**config.mk**
```make
export PLATFORM = sky130hd
export DESIGN_NAME = psr_flyback_pfm_control
export DESIGN_NICKNAME = d
export VERILOG_FILES = /design/src/psr_pkg.sv /design/src/psr_flyback_pfm_control.sv
export SDC_FILE = /design/constraint.sdc
export NUM_CORES = 1
export LEC_CHECK = 0
export ABC_CLOCK_PERIOD_IN_PS = 4800
export BUFFER_PORTS_ARGS = -buffer_cell sky130_fd_sc_hd__buf_4
export CORE_MARGIN = 2
export CORE_UTILIZATION = 50
export DETAILED_ROUTE_END_ITERATION = 16
export MAX_ROUTING_LAYER = met4
export PLACE_DENSITY = 0.67
export SYNTH_ARGS = -nofsm -noshare
export SYNTH_HDL_FRONTEND = slang
export SYNTH_SLANG_ARGS = --single-unit
```
**constraint.sdc**
```tcl
create_clock -name mclk_i -period 4.8 [get_ports mclk_i]
set_input_delay 0.96 -clock mclk_i [delete_from_list [all_inputs] [get_ports mclk_i]]
set_output_delay 0.96 -clock mclk_i [all_outputs]
set_load 0.03 [all_outputs]
```
**src/psr_pkg.sv**
```systemverilog
// constants, timing counts and codes for the flyback switching control
package psr_pkg;
	// clock
	localparam int CLK_PERIOD_NS      = 50;
	// timing figures in their own units
	localparam int BLANK_NS           = 500;
	// max off wait of 19 ms
	localparam int MAX_OFF_MS         = 19;
	localparam int DELAY_US           = 140;
	localparam int STANDBY_EXTRA_US   = 30;
	localparam int AUDIO_MIN_HZ       = 24000;
	localparam int SEG_UP_HZ          = 50000;
	// derived cycle counts (least times up, longest times down)
	localparam int BLANK_CYC = (BLANK_NS + CLK_PERIOD_NS - 1) / CLK_PERIOD_NS;
	localparam int MAX_OFF_CYC = (MAX_OFF_MS * 1000000) / CLK_PERIOD_NS;
	localparam int STANDBY_OFF_CYC =
		((DELAY_US + STANDBY_EXTRA_US) * 1000 + CLK_PERIOD_NS - 1)
		/ CLK_PERIOD_NS;
	localparam int AUDIO_CYC = 1000000000 / (AUDIO_MIN_HZ * CLK_PERIOD_NS);
	localparam int SEG_UP_CYC = 1000000000 / (SEG_UP_HZ * CLK_PERIOD_NS);
	// analog comparator thresholds in mV, set outside this logic
	// feedback overvoltage and short levels
	localparam int FB_OVERVOLTAGE_THRESHOLD_MV = 7500;
	localparam int FB_SHORT_THRESHOLD_MV       = 2500;
	localparam int CPC_EXIT_MV                 = 65;
	localparam int CPC_ENTER_MV                = 33;
	localparam int WAKE_PULSE_LEVEL_MV         = 100;
	// counter width and peak threshold codes
	localparam int CNT_W = 20;
	localparam logic [1:0] PEAK_THR_LIGHT  = 2'h0;
	localparam logic [1:0] PEAK_THR_MEDIUM = 2'h1;
	localparam logic [1:0] PEAK_THR_HIGH   = 2'h2;
	// synchronised comparator bit positions
	localparam int NCMP      = 9;
	localparam int C_CS      = 0;
	localparam int C_OVP     = 1;
	localparam int C_SHORT   = 2;
	localparam int C_SAMPLE  = 3;
	localparam int C_CPC_HI  = 4;
	localparam int C_CPC_LO  = 5;
	localparam int C_WAKE    = 6;
	localparam int C_SUP_MIN = 7;
	localparam int C_SUP_ST  = 8;
	typedef enum logic [1:0] {RUN, OVP_WAIT, RESTART} prot_e;
endpackage

```
**src/psr_flyback_pfm_control.sv**
```systemverilog
// switching, standby and protection control of the flyback controller
`timescale 1ns/1ps
module psr_flyback_pfm_control
	import psr_pkg::*;
#(
	parameter int MAX_OFF = MAX_OFF_CYC
)(
	input  wire logic       mclk_i,
	input  wire logic       rst_i,
	input  wire logic       turn_on_req_i,
	input  wire logic       cc_mode_i,
	input  wire logic       cs_trip_i,
	input  wire logic       fb_ovp_i,
	input  wire logic       fb_short_i,
	input  wire logic       fb_sample_i,
	input  wire logic       cpc_above_exit_i,
	input  wire logic       cpc_below_enter_i,
	input  wire logic       wake_pulse_i,
	input  wire logic       supply_min_i,
	input  wire logic       supply_start_i,
	output logic            gate_o,
	output logic [1:0]      peak_sel_o,
	output logic            standby_light_mode_o,
	output logic            fault_ovp_o,
	output logic            fault_open_o,
	output logic            fault_short_o,
	output logic            restart_o,
	output logic            line_comp_en_o,
	output logic            cable_comp_en_o
);

	typedef struct packed {
		logic [NCMP-1:0]  s1;
		logic [NCMP-1:0]  s2;
		logic [NCMP-1:0]  prev;
		logic             req1;
		logic             req2;
		logic             req_prev;
		prot_e            st;
		logic             gate;
		logic [3:0]       blank;
		logic [CNT_W-1:0] per;
		logic [CNT_W-1:0] off;
		logic [CNT_W-1:0] wait_c;
		logic [CNT_W-1:0] short_c;
		logic [1:0]       seg;
		logic             standby;
		logic             seen_sample;
		logic             f_ovp;
		logic             f_open;
		logic             f_short;
		logic             restart;
	} state_s;

	state_s r;
	state_s next_r;
	logic [NCMP-1:0] cmp_in;
	logic            req_rise;
	logic            wake_rise;
	logic            fire;
	logic            prot_trip;

	assign cmp_in = {supply_start_i, supply_min_i, wake_pulse_i,
		cpc_below_enter_i, cpc_above_exit_i, fb_sample_i, fb_short_i,
		fb_ovp_i, cs_trip_i};
	assign req_rise  = r.req2 & ~r.req_prev;
	assign wake_rise = r.s2[C_WAKE] & ~r.prev[C_WAKE];

	////////////////////////////////////////////////////////////////////////
	// next state
	always_comb
	begin
		next_r = r;
		fire = 1'b0;
		prot_trip = 1'b0;
		next_r.s1 = cmp_in;
		next_r.s2 = r.s1;
		next_r.prev = r.s2;
		next_r.req1 = turn_on_req_i;
		next_r.req2 = r.req1;
		next_r.req_prev = r.req2;
		if (r.per != {CNT_W{1'b1}})
			next_r.per = r.per + 1'b1;
		if (!r.gate && r.off != {CNT_W{1'b1}})
			next_r.off = r.off + 1'b1;
		if (r.s2[C_SAMPLE])
			next_r.seen_sample = 1'b1;
		case (r.st)
			RUN:
			begin
				next_r.restart = 1'b0;
				if (r.s2[C_OVP] && !r.gate)
				begin
					prot_trip = 1'b1;
					next_r.f_ovp = 1'b1;
				end
				// no sample since last pulse is open feedback
				if (!r.standby && req_rise && !r.seen_sample && !r.gate)
				begin
					prot_trip = 1'b1;
					next_r.f_open = 1'b1;
				end
				// short qualified over one max off interval
				if (r.s2[C_SHORT])
					next_r.short_c = r.short_c + 1'b1;
				else
					next_r.short_c = '0;
				if (r.s2[C_SHORT] && r.short_c >= CNT_W'(MAX_OFF - 1))
				begin
					next_r.f_short = 1'b1;
					next_r.restart = 1'b1;
					next_r.gate = 1'b0;
					next_r.standby = 1'b0;
					next_r.st = RESTART;
				end
				else if (prot_trip)
				begin
					// gate low on the trip edge
					next_r.gate = 1'b0;
					next_r.wait_c = '0;
					next_r.standby = 1'b0;
					next_r.st = OVP_WAIT;
				end
				else if (r.gate)
				begin
					// blanking holds gate and masks sense
					if (r.blank != 4'h0)
						next_r.blank = r.blank - 4'h1;
					else if (r.s2[C_CS])
						next_r.gate = 1'b0;
				end
				else if (r.standby)
				begin
					// leave standby on cable comp level
					if (r.s2[C_CPC_HI])
						next_r.standby = 1'b0;
					// wake pulse gives one energy pulse
					if (wake_rise)
					begin
						fire = 1'b1;
						if (r.off < CNT_W'(STANDBY_OFF_CYC))
							next_r.standby = 1'b0;
					end
				end
				else if (req_rise)
				begin
					fire = 1'b1;
					// enter standby on low load signs
					if (r.s2[C_CPC_LO] &&
						r.off >= CNT_W'(STANDBY_OFF_CYC))
						next_r.standby = 1'b1;
					if (cc_mode_i)
						next_r.seg = PEAK_THR_HIGH;
					// long period lowers peak to raise rate
					else if (r.per > CNT_W'(AUDIO_CYC) &&
						r.seg != PEAK_THR_LIGHT)
						next_r.seg = r.seg - 2'h1;
					else if (r.per < CNT_W'(SEG_UP_CYC) &&
						r.seg != PEAK_THR_HIGH)
						next_r.seg = r.seg + 2'h1;
				end
				// standby runs on the light threshold
				if (next_r.standby)
					next_r.seg = PEAK_THR_LIGHT;
				else if (fire && cc_mode_i) // wake exit in cc
					next_r.seg = PEAK_THR_HIGH;
				if (fire)
				begin
					next_r.gate = 1'b1;
					next_r.blank = 4'(BLANK_CYC - 1);
					next_r.per = '0;
					next_r.off = '0;
					next_r.seen_sample = 1'b0;
				end
			end
			OVP_WAIT:
			begin
				next_r.gate = 1'b0;
				next_r.wait_c = r.wait_c + 1'b1;
				if (r.s2[C_SUP_MIN])
				begin
					next_r.restart = 1'b1;
					next_r.st = RESTART;
				end
				// end of wait: resume or wait again
				else if (r.wait_c >= CNT_W'(MAX_OFF - 1))
				begin
					next_r.wait_c = '0;
					if (!r.s2[C_OVP])
					begin
						next_r.st = RUN;
						next_r.f_ovp = 1'b0;
						next_r.f_open = 1'b0;
						next_r.seen_sample = 1'b1;
						next_r.short_c = '0;
					end
				end
			end
			RESTART:
			begin
				next_r.gate = 1'b0;
				// retry at start-up level; overvoltage must clear first, a short need not
				if (r.s2[C_SUP_ST] && (r.f_short || !r.s2[C_OVP]))
				begin
					next_r.st = RUN;
					next_r.restart = 1'b0;
					next_r.f_ovp = 1'b0;
					next_r.f_open = 1'b0;
					next_r.f_short = 1'b0;
					next_r.seen_sample = 1'b1;
					next_r.short_c = '0;
					next_r.seg = PEAK_THR_HIGH;
				end
			end
			default:
			begin
				next_r.st = RESTART;
				next_r.gate = 1'b0;
			end
		endcase
	end

	////////////////////////////////////////////////////////////////////////
	// state register
	always_ff @(posedge mclk_i or posedge rst_i)
	begin
		if (rst_i)
		begin
			r <= '0;
			r.st <= RESTART;
			r.restart <= 1'b1;
			r.seg <= PEAK_THR_HIGH;
			r.seen_sample <= 1'b1;
		end
		else
			r <= next_r;
	end

	// outputs straight from state flops; compensation enables decoded from state
	assign gate_o = r.gate;
	assign peak_sel_o = r.seg;
	assign standby_light_mode_o = r.standby;
	assign fault_ovp_o = r.f_ovp;
	assign fault_open_o = r.f_open;
	assign fault_short_o = r.f_short;
	assign restart_o = r.restart;
	assign line_comp_en_o = (r.st == RUN);
	// cable compensation reference lift in RUN outside standby
	assign cable_comp_en_o = (r.st == RUN) & ~r.standby;

	////////////////////////////////////////////////////////////////////////
	// checks
	a_blank_hold: assert property (@(posedge mclk_i) disable iff (rst_i)
		$rose(r.gate) && r.st == RUN |-> r.gate [*8])
		else $error("gate dropped inside blanking");
	a_prot_gate_low: assert property (@(posedge mclk_i) disable iff (rst_i)
		r.st != RUN |-> !r.gate)
		else $error("gate high while protected");
	a_ovp_trip: assert property (@(posedge mclk_i) disable iff (rst_i)
		r.st == RUN && r.s2[C_OVP] && !r.gate |=> r.st != RUN)
		else $error("overvoltage not acted on");
	a_cc_high: assert property (@(posedge mclk_i) disable iff (rst_i)
		r.st == RUN && fire && !next_r.standby && cc_mode_i
		|=> r.seg == PEAK_THR_HIGH)
		else $error("cc mode not on high threshold");
	a_standby_light: assert property (@(posedge mclk_i) disable iff (rst_i)
		r.standby |-> r.seg == PEAK_THR_LIGHT)
		else $error("standby not on light threshold");
	a_cpc_exit: assert property (@(posedge mclk_i) disable iff (rst_i)
		r.st == RUN && r.standby && !r.gate && r.s2[C_CPC_HI]
		|=> !r.standby)
		else $error("standby kept with cpc high");
	a_wake_fire: assert property (@(posedge mclk_i) disable iff (rst_i)
		r.st == RUN && r.standby && !r.gate && wake_rise && !prot_trip
		&& !(r.s2[C_SHORT] && r.short_c >= CNT_W'(MAX_OFF - 1))
		|=> r.gate)
		else $error("wake pulse missed");
	a_wait_len: assert property (@(posedge mclk_i) disable iff (rst_i)
		r.st == OVP_WAIT && r.wait_c < CNT_W'(MAX_OFF - 1)
		&& !r.s2[C_SUP_MIN] |=> r.st == OVP_WAIT)
		else $error("overvoltage wait cut short");
	a_supply_restart: assert property (@(posedge mclk_i) disable iff (rst_i)
		r.st == OVP_WAIT && r.s2[C_SUP_MIN] |=> r.st == RESTART && r.restart)
		else $error("no restart on low supply");
	a_short_hiccup: assert property (@(posedge mclk_i) disable iff (rst_i)
		r.st == RUN && r.s2[C_SHORT] && r.short_c >= CNT_W'(MAX_OFF - 1)
		|=> r.st == RESTART && r.f_short && !r.gate)
		else $error("short not taken to hiccup");
	a_sync_delay: assert property (@(posedge mclk_i) disable iff (rst_i)
		##2 r.s2[C_OVP] == $past(fb_ovp_i, 2))
		else $error("sync depth wrong");

endmodule // psr_flyback_pfm_control

```
==> reports/metrics.yaml <==
result_of_the_run: "finished clean"
cell_row_count: 41
tightestPinTransition_ps: 1206
grt_setup_unrepaired: "false"
yosys_most_used_dff: "sky130_fd_sc_hd__dfrtp_1"
cts_buffers: 17
reg2reg_to: "r[25]"
height_of_the_die_um: 117.4
ys_seq_elements: 117
via_count_of_the_first_global_routing_pass: 5072
design.final.nets: 723
hold_path_startpoint: "next_r[115]"
worst-setup-path-type: "flip-flop to output pin"
die_width_um: 117.4
hpwl_after_dpl_mm: 9.410
seqPwrFrac_pct: 34.4
min_delay_worst_endpoint: "next_r[106]"
clock_sinks: 117
internal_power_uw: 2414
leakagePower_uw: 0.003126
maxCapViolCount: 0
drt.antenna.violating_nets: 0
switchingPower_uw: 1224
timing.critical_path.from_type: "flip-flop"
timing.critical_path.required_ps: 3840
initial_utilization_pct: 51.16
final_cell_mix: "sky130_fd_sc_hd__dfrtp_1 (113), sky130_fd_sc_hd__nor2_1 (73), sky130_fd_sc_hd__nand2_1 (51)"
h_tree_lvls: 4
worstPathArrival_ps: 2290
mappedNetlistArea_sq_mm: 0.006430
max_slew_margin_pct: 19.59
power.density_mw_per_mm2: 494.2
power.share.clock_pct: 37.6
gr-usage-all-layers_pct: 21.97
pre_cts_slack_ps: 1695
drc: 0
largest_driver_fanout_on_the_critical_path: 14
via_per_inst: 5.978
gpl.final_weighted_congestion: 0.8711
timing.clock.skew_ps: 11.85
switching_share_pct: 33.65
post-route-worst-setup-slack_ps: 1550
finalMaxSlewViolations: 0
combPwrFrac_pct: 28.0
reg2reg_from: "r[28]"
syn-num-nets: 704
timing_hold_violations_final: 0
cts_post_setup_buffers_inserted: 0
synthesis.yosys.warnings: 0
pin_count: 23
portBuffers: 22
pin_count_of_the_biggest_net_entering_global_routing: 43
grt_pass1_wl_mm: 24.20
sum_of_negative_setup_slack_ps: 0
mostFrequentLayoutCell: "sky130_fd_sc_hd__dfrtp_1"
globalRouteOverflowTotal: 0
tritoncts: "built"
number_of_enable_type_register_cells_in_the_synthesized_netlist: 0
worst_setup_path_end_kind: "output pin"
yosysUniqueCellTypes: 74
timing.final.setup_violations: 0
routedWlPerCell_um: 15.81
n_antenna_cell: 0
post_cts_resized: 0
hold_path_depth: 0
timing.reg2reg.setup_slack_ps: 1700
drtIter0Drc: 347
cts-root-buf: "sky130_fd_sc_hd__clkbuf_16"
reg2reg_depth: 8
synthesis.instances: 679
placeableCoreArea_sq_mm: 0.01257
fp.dieArea_sq_mm: 0.01378
clk-insertion-delay-late_ps: 420
grt_antenna_before_repair: 0
clock_tree.buffer_depth: 2
ys_async_sr_fraction_pct: 100.0
clk_pin_slew_ps: 50
via_count: 5279
hp-class: "flip-flop to flip-flop"
synth.yosys.seq_area_share_pct: 45.61
finalCriticalPeriod_ps: 3250
cts.hold.buffers_added: 0
mean_cell_area_of_the_mapped_netlist_sq_um: 9.470
layout-drive-gt1-share_pct: 12.24
areaGrowthSynthToFinish_pct: 14.50
clock.fmax_ghz: 0.3077
post-route-period-util_pct: 67.72
detailedRoute.firstPassIterationCount: 5
peakVddDrop_v: 0.0002671
routed_wl_mm: 13.96
[logic make-up (layout without fill, tap and decap cells)]
group	count (synthesis)	after routing	share of synthesized area, %
AOI/OAI and AO/OA	176	176	20.98
adders and majority gates	12	12	2.335
muxes	3	3	0.5059
DFF	117	117	45.61
buffers and inverters	63	95	4.281
and+or+nand+nor	277	277	22.07
xor gates and xnor gates	31	31	4.223
[per-layer routing]
layer	vias to the layer above	GRT usage, %	routed length, um
li1	2540	-	-
met2	86	34.47	6835
met5	-	-	0
met1	2638	28.71	6530
met3	15	4.183	438
met4	0	7.756	157
[stage by stage]
stage / utilization, % / hold slack (ps) / total power, uW / cell area [sq um] / cells
floorplan: - / 331.2 / 2045 / 6430 / 679
global placement: 53.44 / 332.9 / 2238 / 6716 / 851
detailed placement: 53.44 / 334.7 / 2278 / 6716 / 851
CTS: 58.58 / 346.3 / 3663 / 7362 / 883
global route: 58.58 / 353.7 / 3850 / 7362 / 883
finish: 58.58 / 345.0 / 3638 / 7362 / 883
[registers in the layout (all words and copies together) (netlist names)]
register	flops
peak_sel_o	2
r	89
fault_short_o	1
standby_light_mode_o	1
next_r	20
fault_open_o	1
restart_o	1
gate_o	1
fault_ovp_o	1
[cell usage after synthesis, drive strengths merged, types with 13 or more instances]
library cell | instances | area (sq um)
a21oi | 29 | 145.1
and3 | 15 | 93.84
clkbuf | 15 | 56.30
dfrtp | 113 | 2828
inv | 34 | 127.6
nand2 | 51 | 191.4
nand3 | 29 | 145.1
nand4 | 22 | 137.6
nor2 | 75 | 291.5
nor3 | 23 | 115.1
nor4 | 15 | 112.6
o21ai | 42 | 210.2
o31ai | 24 | 276.5
xnor2 | 18 | 157.7
xor2 | 13 | 113.9
[critical path: stages, from the launching register on]
cell                       delay [ps]
sky130_fd_sc_hd__dfrtp_1          400
sky130_fd_sc_hd__inv_1            110
sky130_fd_sc_hd__ha_1             500
sky130_fd_sc_hd__clkinv_1         420
sky130_fd_sc_hd__nor2_1           240
sky130_fd_sc_hd__buf_4            190
[area by class of cell]
| cell class | count | area [sq um] |
|---|---|---|
| Multi-Input combinational cell | 499 | 3228 |
| Sequential cell | 117 | 2933 |
| Clock inverter | 8 | 143.9 |
| Fill cell | 1099 | 5206 |
| Inverter | 36 | 137.6 |
| Clock buffer | 24 | 501.7 |
| Timing Repair Buffer | 27 | 202.7 |
| Tap cell | 172 | 215.2 |
[worst max path at each step]
stage | startpoint | end | slack (ps)
finish | r[93] | cable_comp_en_o | 1550
global route | r[93] | cable_comp_en_o | 1400
CTS | r[93] | cable_comp_en_o | 1540
detailed placement | r[28] | r[25] | 1700
global placement | r[28] | r[25] | 1780
floorplan | rst_i | fault_open_o | 750
[power by group through the flow]
stage                     Sequential, uW  Clock (uW)  Combinational [uW]
after global routing                1270        1440                1140
after global placement              1260           0                 982
after detailed placement            1260           0                1010
after CTS                           1250        1390                1020
final                               1250        1370                1020
after floorplan                     1240           0                 801
No activity file was read; power rests on OpenSTA's default activity.
